<file path="config.mk">
export PLATFORM = sky130hd
export DESIGN_NAME = mtt_top
export DESIGN_NICKNAME = d
export VERILOG_FILES = /design/src/mtt_pkg.sv /design/src/mtt_bus_if.sv /design/src/mtt_counter.sv /design/src/mtt_top.sv
export SDC_FILE = /design/constraint.sdc
export NUM_CORES = 1
export LEC_CHECK = 0
export ABC_AREA = 1
export BUFFER_PORTS_ARGS = -buffer_cell sky130_fd_sc_hd__buf_4
export CORE_ASPECT_RATIO = 1.75
export CORE_UTILIZATION = 59
export CTS_CLUSTER_SIZE = 16
export DETAILED_ROUTE_END_ITERATION = 10
export HOLD_SLACK_MARGIN = 0.15
export PLACE_DENSITY = 0.87
export SKIP_CTS_REPAIR_TIMING = 1
export SLEW_MARGIN = 20
export SYNTH_ARGS = -nofsm -noshare
export SYNTH_HDL_FRONTEND = slang
export SYNTH_SLANG_ARGS = --single-unit
</file>
<file path="constraint.sdc">
create_clock -name clk_in -period 1.4 [get_ports clk_in]
set_input_delay 0.14 -clock clk_in [delete_from_list [all_inputs] [get_ports clk_in]]
set_output_delay 0.14 -clock clk_in [all_outputs]
set_load 0.005 [all_outputs]
</file>
<file path="src/mtt_pkg.sv">
package mtt_pkg;
    localparam int         CNT_W        = 10;
    localparam int         OUT_W        = 8;
    localparam int         ADDR_W       = 4;
    localparam int         DATA_W       = 16;
    localparam logic [3:0] A_CTRL       = 4'h0;
    localparam logic [3:0] A_PRESCALE   = 4'h1;
    localparam logic [3:0] A_MATCH      = 4'h2;
    localparam logic [3:0] A_NEXT       = 4'h3;
    localparam logic [3:0] A_COUNT      = 4'h4;
    localparam logic [3:0] A_OUT_PREP   = 4'h5;
    localparam logic [3:0] A_OUT_NOW    = 4'h6;
    localparam logic [3:0] A_PINS       = 4'h7;
    localparam logic [3:0] A_STATUS     = 4'h8;
    localparam logic [3:0] A_MASK       = 4'h9;
    localparam int         CTRL_RUN     = 0;
    localparam int         CTRL_ERISE   = 1;
    localparam int         CTRL_EFALL   = 2;
    localparam int         ST_MATCH     = 0;
    localparam int         ST_EDGE      = 1;
    localparam int         ST_W         = 2;
    localparam int         LATENCY_CLKS = 30;
endpackage

</file>
<file path="src/mtt_bus_if.sv">
`timescale 1ns/100ps
interface mtt_bus_if;
    logic       tick;
    logic [9:0] count;
    logic       match_pulse;
    modport timer (input tick, output count, output match_pulse);
    modport core  (output tick, input count, input match_pulse);
endinterface

</file>
<file path="src/mtt_counter.sv">
`timescale 1ns/100ps
module mtt_counter (
    input  wire logic        clk_in,
    input  wire logic        rst_n_in,
    input  wire logic        run_in,
    input  wire logic        load_next_in,
    input  wire logic [9:0]  next_wr_in,
    input  wire logic        load_match_in,
    input  wire logic [9:0]  match_wr_in,
    output logic      [9:0]  match_out,
    output logic      [9:0]  next_out,
    mtt_bus_if.timer         bus
);
    logic [9:0] count_reg;
    logic       pulse_reg;

    assign bus.count       = count_reg;
    assign bus.match_pulse = pulse_reg;

    always_ff @(posedge clk_in or negedge rst_n_in) begin
        if (!rst_n_in) begin
            count_reg <= 10'h000;
        end else if (run_in && bus.tick) begin
            count_reg <= count_reg + 10'h001;
        end
    end

    // A match fires once, on the tick that leaves the matching count.
    always_ff @(posedge clk_in or negedge rst_n_in) begin
        if (!rst_n_in) begin
            pulse_reg <= 1'b0;
        end else begin
            pulse_reg <= run_in && bus.tick && (count_reg == match_out);
        end
    end

    always_ff @(posedge clk_in or negedge rst_n_in) begin
        if (!rst_n_in) begin
            match_out <= 10'h000;
        end else if (load_match_in) begin
            match_out <= match_wr_in;
        end else if (run_in && bus.tick && (count_reg == match_out)) begin
            match_out <= load_next_in ? next_wr_in : next_out;
        end
    end

    always_ff @(posedge clk_in or negedge rst_n_in) begin
        if (!rst_n_in) begin
            next_out <= 10'h000;
        end else if (load_next_in) begin
            next_out <= next_wr_in;
        end
    end
endmodule

</file>
<file path="src/mtt_top.sv">
// Local design decisions: the register offsets and the plain strobed port.
`timescale 1ns/100ps
// Functional notes
// - Prepared output value moves to output pins only on the next match pulse.
// - A programmable match value makes a pulse when the counter reaches it.
// - On a match the active compare reloads from the next-match register.
// - The cascade lets successive matches lie one count apart.
// - Counter ticks at system clock over two, then over prescale 1 to 256.
// - Counter, match and next-match registers are all ten bits wide.
// - Output edges placeable at half the system clock rate.
// - External interrupt selectable on rising, falling or both edges.
// - Software can read the live count at any time.
// - Interrupt request reaches the core within thirty clocks of the event.
// - External interrupt is edge sensitive, never level sensitive.
// - Interrupt pin levels stay readable through the input port.
module mtt_top (
    input  wire logic        clk_in,
    input  wire logic        rst_n_in,
    input  wire logic [3:0]  addr_in,
    input  wire logic [15:0] wdata_in,
    input  wire logic        wr_in,
    input  wire logic        rd_in,
    output logic      [15:0] rdata_out,
    input  wire logic [1:0]  ext_int_in,
    output logic      [7:0]  port_out,
    output logic             match_pulse_out,
    output logic             irq_out
);
    mtt_bus_if bus ();

    logic [2:0]  ctrl_reg;
    logic [7:0]  prescale_reg;
    logic [7:0]  div_reg;
    logic        half_reg;
    logic        tick_reg;
    logic [7:0]  prep_reg;
    logic [1:0]  sync1_reg;
    logic [1:0]  sync2_reg;
    logic [1:0]  prev_reg;
    logic [1:0]  status_reg;
    logic [1:0]  mask_reg;
    logic [9:0]  match_val;
    logic [9:0]  next_val;
    logic [1:0]  edge_hit;
    logic        wr_ctrl;
    logic        wr_match;
    logic        wr_next;

    assign wr_ctrl  = wr_in && (addr_in == mtt_pkg::A_CTRL);
    assign wr_match = wr_in && (addr_in == mtt_pkg::A_MATCH);
    assign wr_next  = wr_in && (addr_in == mtt_pkg::A_NEXT);
    assign bus.tick = tick_reg;

    mtt_counter u_cnt (
        .clk_in        (clk_in),
        .rst_n_in      (rst_n_in),
        .run_in        (ctrl_reg[mtt_pkg::CTRL_RUN]),
        .load_next_in  (wr_next),
        .next_wr_in    (wdata_in[9:0]),
        .load_match_in (wr_match),
        .match_wr_in   (wdata_in[9:0]),
        .match_out     (match_val),
        .next_out      (next_val),
        .bus           (bus)
    );

    always_ff @(posedge clk_in or negedge rst_n_in) begin
        if (!rst_n_in) begin
            ctrl_reg     <= 3'h0;
            prescale_reg <= 8'h00;
            prep_reg     <= 8'h00;
            mask_reg     <= 2'h0;
        end else if (wr_in) begin
            if (addr_in == mtt_pkg::A_CTRL) begin
                ctrl_reg <= wdata_in[2:0];
            end
            if (addr_in == mtt_pkg::A_PRESCALE) begin
                prescale_reg <= wdata_in[7:0];
            end
            if (addr_in == mtt_pkg::A_OUT_PREP) begin
                prep_reg <= wdata_in[7:0];
            end
            if (addr_in == mtt_pkg::A_MASK) begin
                mask_reg <= wdata_in[1:0];
            end
        end
    end

    // Prescale value N divides by N+1, so 00 gives 1 and FF gives 256.
    always_ff @(posedge clk_in or negedge rst_n_in) begin
        if (!rst_n_in) begin
            half_reg <= 1'b0;
            div_reg  <= 8'h00;
            tick_reg <= 1'b0;
        end else if (wr_ctrl) begin
            half_reg <= 1'b0;
            div_reg  <= 8'h00;
            tick_reg <= 1'b0;
        end else begin
            half_reg <= ~half_reg;
            tick_reg <= 1'b0;
            if (half_reg) begin
                if (div_reg == prescale_reg) begin
                    div_reg  <= 8'h00;
                    tick_reg <= 1'b1;
                end else begin
                    div_reg <= div_reg + 8'h01;
                end
            end
        end
    end

    // The prepared value lands in hardware, so interrupt latency cannot skew the edge.
    always_ff @(posedge clk_in or negedge rst_n_in) begin
        if (!rst_n_in) begin
            port_out        <= 8'h00;
            match_pulse_out <= 1'b0;
        end else begin
            match_pulse_out <= bus.match_pulse;
            if (bus.match_pulse) begin
                port_out <= prep_reg;
            end else if (wr_in && (addr_in == mtt_pkg::A_OUT_NOW)) begin
                port_out <= wdata_in[7:0];
            end
        end
    end

    always_ff @(posedge clk_in or negedge rst_n_in) begin
        if (!rst_n_in) begin
            sync1_reg <= 2'h0;
            sync2_reg <= 2'h0;
            prev_reg  <= 2'h0;
        end else begin
            sync1_reg <= ext_int_in;
            sync2_reg <= sync1_reg;
            prev_reg  <= sync2_reg;
        end
    end

    genvar g;
    generate
        for (g = 0; g < 2; g++) begin : g_edge
            assign edge_hit[g] =
                (ctrl_reg[mtt_pkg::CTRL_ERISE] && sync2_reg[g] && !prev_reg[g]) ||
                (ctrl_reg[mtt_pkg::CTRL_EFALL] && !sync2_reg[g] && prev_reg[g]);
        end
    endgenerate

    // Hardware set wins over a software clear in the same cycle.
    always_ff @(posedge clk_in or negedge rst_n_in) begin
        if (!rst_n_in) begin
            status_reg <= 2'h0;
        end else begin
            status_reg[mtt_pkg::ST_MATCH] <= bus.match_pulse ||
                (status_reg[mtt_pkg::ST_MATCH] &&
                 !(wr_in && addr_in == mtt_pkg::A_STATUS && wdata_in[mtt_pkg::ST_MATCH]));
            status_reg[mtt_pkg::ST_EDGE] <= (|edge_hit) ||
                (status_reg[mtt_pkg::ST_EDGE] &&
                 !(wr_in && addr_in == mtt_pkg::A_STATUS && wdata_in[mtt_pkg::ST_EDGE]));
        end
    end

    // Request reaches the core four clocks after the pin edge, well inside the budget.
    always_ff @(posedge clk_in or negedge rst_n_in) begin
        if (!rst_n_in) begin
            irq_out <= 1'b0;
        end else begin
            irq_out <= |(status_reg & mask_reg);
        end
    end

    always_ff @(posedge clk_in or negedge rst_n_in) begin
        if (!rst_n_in) begin
            rdata_out <= 16'h0000;
        end else if (rd_in) begin
            unique case (addr_in)
                mtt_pkg::A_CTRL:     rdata_out <= {13'h0000, ctrl_reg};
                mtt_pkg::A_PRESCALE: rdata_out <= {8'h00, prescale_reg};
                mtt_pkg::A_MATCH:    rdata_out <= {6'h00, match_val};
                mtt_pkg::A_NEXT:     rdata_out <= {6'h00, next_val};
                mtt_pkg::A_COUNT:    rdata_out <= {6'h00, bus.count};
                mtt_pkg::A_OUT_PREP: rdata_out <= {8'h00, prep_reg};
                mtt_pkg::A_OUT_NOW:  rdata_out <= {8'h00, port_out};
                mtt_pkg::A_PINS:     rdata_out <= {14'h0000, sync2_reg};
                mtt_pkg::A_STATUS:   rdata_out <= {14'h0000, status_reg};
                mtt_pkg::A_MASK:     rdata_out <= {14'h0000, mask_reg};
                default:             rdata_out <= 16'h0000;
            endcase
        end else begin
            rdata_out <= 16'h0000;
        end
    end
endmodule

</file>
==> flow_metrics.env, run 1 <==
export IMPL_drive_above_1_share_pct=21.5
export IMPL_status="finished, violations left"
export IMPL_cts_made_buffers=9
export IMPL_die_area_um2=8210
export IMPL_diodes=0
export IMPL_pin_count=52
export IMPL_synth_seq_cells=90
export IMPL_gp_congestion=0.958
export IMPL_synth_top_cell_area_share_pct=48.7
export IMPL_synth_distinct_cells=33
export IMPL_critPathArrivalTime_ns=1.76
export IMPL_syn_area_um2=4630
export IMPL_critical_path_required_ns=1.69
export IMPL_grt_pass1_vias=4221
export IMPL_cts_buffer_depth=2
export IMPL_critPathLaunchType="register"
export IMPL_critPathMaxFanout=10
export IMPL_clock_root_buffer="clkbuf_16"
export IMPL_slowest_delay_ns=0.41
export IMPL_hold_viol=0
export IMPL_drt_initial_drc_count=316
export IMPL_hold_class="input port to register"
export IMPL_worstPathCellList="nand2_2 > nor2_1 > nand2_1 > nor2_4 > nand3_4 > nand2_4 > nand2_1 > nand2_2"
export IMPL_grt_util_all_layers_pct=32.4
export IMPL_crit_slowest_cell="dfrtp_1"
export IMPL_rsz0062_at_grt="true"
export IMPL_grt_overflow_total=0
export IMPL_synth_largest_area_cell="dfrtp_1"
export IMPL_wirelength_um=13200
export IMPL_whs_ns=0.112
export IMPL_path_buf_inv=0
export IMPL_ant_nets=0
export IMPL_fmax_ghz=0.681
export IMPL_drv_slew=0
export IMPL_postSynthCellCount=589
export IMPL_clk_pin_slew_worst_paths_ns=0.06
export IMPL_final_common_cell="nand2_1"
export IMPL_synth_seq_area_share_pct=48.7
export IMPL_drv_cap=0
export IMPL_port_buffers=39
export IMPL_vdd_ir_drop_worst_mv=0.900
export IMPL_pre_cts_ws_ns=0.00960
export IMPL_avgSynthCellArea_um2=7.86
export IMPL_grt_max_degree=28
export IMPL_post_route_min_period_ns=1.47
export IMPL_via_per_inst=5.79
export IMPL_p_leak_nw=3.07
export IMPL_hpwl_um=8490
export IMPL_fin_skew_ns=0.00682
export IMPL_layout_common_cells="nand2_1 (176), dfrtp_1 (88), inv_1 (77)"
export IMPL_worstSetupPathType="register to register"
export IMPL_nNetsFinal=703
export IMPL_cts_tree="yes"
export IMPL_clk_latency_ns=0.35
export IMPL_violations="setup timing"
export IMPL_grt_pass1_wl_um=19100
export IMPL_cp_end_kind="register"
export IMPL_h_tree_depth=3
export IMPL_die_width_um=68.9
export IMPL_cts_sinks=90
export IMPL_drc=0
export IMPL_rrSetupSlack_ns=-0.07
export IMPL_initial_utilization_pct=61.1
export IMPL_path_delay_family="simple AND/OR/NAND/NOR gates"
export IMPL_final_core_util_pct=77.2
export IMPL_dr_pass1_iters=10
export IMPL_placedInstanceArea_um2=5150
export IMPL_syn_to_final_growth_pct=26.3
export IMPL_grt_antenna_before_repair=0
export IMPL_vias=4445
export IMPL_core_rowCount=42
export IMPL_yosysWarningCount=0
export IMPL_setup_violations=10
export IMPL_wl_per_cell_um=17.2
export IMPL_period_share_pct=105
export IMPL_core_area_um2=7570
export IMPL_setup_tns_ns=-0.512
export IMPL_synth_area_leaders="dfrtp_1 (49%), nand2_1 (15%), inv_1 (6.5%)"
export IMPL_chipHeight_um=119
export IMPL_design_area_um2=5840
export IMPL_setup_slack_ns=-0.0678
export IMPL_powerDensity_nw_per_um2=1390
[Yosys cell counts]
master    instances
a21oi_1           5
a22o_1            2
a22oi_1           2
and2_1           10
and3_1            1
buf_2             6
buf_4             7
buf_6             2
clkbuf_1          1
conb_1            1
dfrtp_1          90
ha_1              2
inv_1            80
inv_2             5
mux2i_1           1
nand2_1         185
nand2_2           8
nand2_4           1
nand3_1          40
nand4_1           4
nor2_1           35
nor2_2            3
nor2_4            5
nor3_1            7
o211ai_1          7
o21ai_0          45
o21ai_1           2
o21ai_4           1
o21bai_1          1
o221ai_1          2
o22ai_1           6
xnor2_1           9
xor2_1           13
[cell families (layout without fill, tap and decap cells)]
logic type	after synthesis	in the layout	share of synthesized area, %
simple gates	299	299	27.9
buf+inv	101	187	9.25
flops	90	90	48.7
compound gates	73	73	9.17
xor+xnor	22	22	4.16
fa+ha+maj	2	2	0.541
other cells	1	6	0.0810
mux	1	1	0.216
[worst register-to-register path, cell delays in order, from the launching register on]
cell and delay [ns]:
dfrtp_1 0.41, nand2_2 0.15, nor2_1 0.16, nand2_1 0.10
nor2_4 0.14, nand3_4 0.11, nand2_4 0.16, nand2_1 0.11
nand2_2 0.08
[final cells by class]
class | instances | area, um^2
Sequential cell | 90 | 2250
Clock inverter | 6 | 105
Clock buffer | 10 | 229
Fill cell | 499 | 1720
Multi-Input combinational cell | 403 | 2110
Timing Repair Buffer | 86 | 718
Inverter | 85 | 319
Tap cell | 88 | 110
[per-layer routing]
metal / GRT usage (%) / part of all wire (%) / vias up
met5: 0 / 0 / -
met4: 23.7 / 6.6 / 0
met3: 5.94 / 6.6 / 89
met2: 54.1 / 52 / 248
met1: 34.5 / 35 / 2092
li1: - / - / 2016
[report_power, final]
part | total, mW | leakage [nW] | internal [mW] | switching, mW
combinational | 1.91 | 1.79 | 0.829 | 1.08
clock | 2.73 | 0.166 | 1.73 | 0.993
sequential | 3.49 | 1.12 | 3.05 | 0.439
total | 8.13 | 3.07 | 5.62 | 2.51
[worst paths after layout]
check / start / end / cells after the start
worst min-delay path: wdata_in[0] / u_cnt.match_out[0] / 5
max in group asynchronous: rst_n_in / rdata_out[4] / 3
worst min register to register: sync1_reg[0] / sync2_reg[0] / 0
min in group asynchronous: rst_n_in / mask_reg[0] / 2
worst max register to register: ctrl_reg[0] / u_cnt.match_out[4] / 8
worst max-delay path: ctrl_reg[0] / u_cnt.match_out[4] / 8
[metrics by stage]
| stage | total power, mW | cells |
|---|---|---|
| final | 8.13 | 768 |
| after global routing | 8.51 | 768 |
| after CTS | 7.76 | 744 |
| after detailed placement | 5.04 | 728 |
| after global placement | 4.93 | 728 |
| after floorplan | 4.40 | 594 |
No activity file was read; power rests on OpenSTA's default activity.
==> run 2: changes to the inputs <==
--- a/config.mk
+++ b/config.mk
@@ -7,12 +7,14 @@
 export LEC_CHECK = 0
 export ABC_AREA = 1
 export BUFFER_PORTS_ARGS = -buffer_cell sky130_fd_sc_hd__buf_4
+export CELL_PAD_IN_SITES_DETAIL_PLACEMENT = 0
+export CELL_PAD_IN_SITES_GLOBAL_PLACEMENT = 1
 export CORE_ASPECT_RATIO = 1.75
-export CORE_UTILIZATION = 59
+export CORE_UTILIZATION = 30
 export CTS_CLUSTER_SIZE = 16
 export DETAILED_ROUTE_END_ITERATION = 10
 export HOLD_SLACK_MARGIN = 0.15
-export PLACE_DENSITY = 0.87
+export PLACE_DENSITY = 0.66
 export SKIP_CTS_REPAIR_TIMING = 1
 export SLEW_MARGIN = 20
 export SYNTH_ARGS = -nofsm -noshare
==> flow_metrics.env, run 2 (same netlist as run 1, synthesis figures left out) <==
export IMPL_final_common_cell="nand2_1"
export IMPL_die_area_um2=15900
export IMPL_post_route_min_period_ns=1.40
export IMPL_cts_buffer_depth=2
export IMPL_chipHeight_um=166
export IMPL_p_leak_nw=3.06
export IMPL_critPathLaunchType="register"
export IMPL_placedInstanceArea_um2=5400
export IMPL_ant_nets=0
export IMPL_diodes=0
export IMPL_clk_pin_slew_worst_paths_ns=0.07
export IMPL_drc=0
export IMPL_setup_slack_ns=0.00389
export IMPL_worstPathCellList="buf_6 > inv_2 > nand2_1 > nand2_1 > inv_1 > nand2_1 > nor2_1 > nand3_2 > buf_6 > nand3_1 > nand2_1"
export IMPL_reg2reg_depth=11
export IMPL_grt_util_all_layers_pct=19.0
export IMPL_clock_root_buffer="clkbuf_16"
export IMPL_gp_congestion=0.845
export IMPL_port_buffers=39
export IMPL_vias=4074
export IMPL_critPathMaxFanout=6
export IMPL_hold_depth=4
export IMPL_layout_common_cells="nand2_1 (183), dfrtp_1 (86), inv_1 (78)"
export IMPL_drt_initial_drc_count=287
export IMPL_core_rowCount=59
export IMPL_core_area_um2=15000
export IMPL_period_share_pct=99.7
export IMPL_rsz0062_at_grt="true"
export IMPL_pre_cts_ws_ns=-0.0988
export IMPL_die_width_um=95.9
export IMPL_drive_above_1_share_pct=20.3
export IMPL_place_inst=839
export IMPL_powerDensity_nw_per_um2=1290
export IMPL_cts_made_buffers=9
export IMPL_critical_path_required_ns=1.63
export IMPL_status="finished, final reports clean"
export IMPL_drv_slew=0
export IMPL_cp_end_kind="register"
export IMPL_finalNonFillerCells=874
export IMPL_cts_sinks=90
export IMPL_h_tree_depth=3
export IMPL_slowest_delay_ns=0.39
export IMPL_setup_violations=0
export IMPL_drv_cap=0
export IMPL_via_per_inst=4.66
export IMPL_pin_count=52
export IMPL_grt_antenna_before_repair=0
export IMPL_cts_tree="yes"
export IMPL_fin_skew_ns=0.00907
export IMPL_worstSetupPathType="register to register"
export IMPL_setup_tns_ns=0
export IMPL_critPathArrivalTime_ns=1.63
export IMPL_hpwl_um=10800
export IMPL_fmax_ghz=0.716
export IMPL_syn_to_final_growth_pct=28.0
export IMPL_hold_class="input port to register"
export IMPL_wl_per_cell_um=16.3
export IMPL_nNetsFinal=714
export IMPL_grt_overflow_total=0
export IMPL_grt_pass1_wl_um=22100
export IMPL_crit_slowest_cell="dfrtp_1"
export IMPL_vdd_ir_drop_worst_mv=0.589
export IMPL_cp_common_cell="nand2_1"
export IMPL_clk_latency_ns=0.35
export IMPL_initial_utilization_pct=30.9
export IMPL_grt_pass1_vias=4127
export IMPL_design_area_um2=5920
export IMPL_wirelength_um=14200
export IMPL_hold_viol=0
export IMPL_grt_max_degree=36
export IMPL_dr_pass1_iters=5
run 2: cell types whose count changed in the layout (fill, tap and decap cells not counted), moves of 2 or more:
cell,previous run,this run
buf_4,70,77
bufinv_16,3,0
clkinv_2,3,1
dfrtp_1,88,86
dfrtp_2,2,4
dlygate4sd3_1,11,13
inv_6,0,3
nand2_1,176,183
nand2_2,15,9
nand3_1,30,38
nand3_2,9,2
nor2_4,8,6
run 2: layout make-up:
class | count | area (um^2)
clock buffer | 10 | 239
clock inverter | 6 | 47.5
fill | 1584 | 9060
inverter | 85 | 319
multi-input combinational | 403 | 2010
sequential | 90 | 2260
tap | 183 | 229
timing repair buffer | 97 | 822
run 2: per-stage QoR:
stage / util [%] / total power, mW / hold slack, ns
4_1_cts: 38.0 / 7.54 / -0.326
3_5_place_dp: 36.0 / 5.15 / 0.0516
5_1_grt: 39.5 / 8.12 / 0.160
6_report: 39.5 / 7.62 / 0.152
2_1_floorplan: - / 4.40 / -0.156
3_3_place_gp: 36.0 / 5.11 / 0.0438
run 2: worst paths after layout:
kind | from | end | slack [ns]
worst max-delay path | u_cnt.bus.count[1] | u_cnt.match_out[5] | 0.004
worst min-delay path | wdata_in[1] | status_reg[1] | 0.15
worst max register to register | u_cnt.bus.count[1] | u_cnt.match_out[5] | 0.004
worst min register to register | sync1_reg[1] | sync2_reg[1] | 0.36
max in group asynchronous | rst_n_in | u_cnt.bus.match_pulse | 0.63
min in group asynchronous | rst_n_in | sync2_reg[0] | 0.23
run 2: worst max-delay path: cells and delay by family (launching register included):
kind | cells | cell delay, ns
buf+inv | 4 | 0.37
flops | 1 | 0.39
simple gates | 7 | 0.52
run 2: power by group:
| part | total (mW) | internal [mW] | switching (mW) |
|---|---|---|---|
| clock network | 2.39 | 1.27 | 1.12 |
| registers | 3.46 | 3.05 | 0.410 |
| logic | 1.77 | 0.822 | 0.947 |
| total | 7.62 | 5.15 | 2.47 |
run 2: metal layers:
metal  GRT usage [%]  up-vias  routed length [um]
met5               0        -                   0
met4            8.31        0                 522
met3            2.84       26                 333
met2            35.9       72                8190
met1            20.0     1947                5160
li1                -     2029                   -
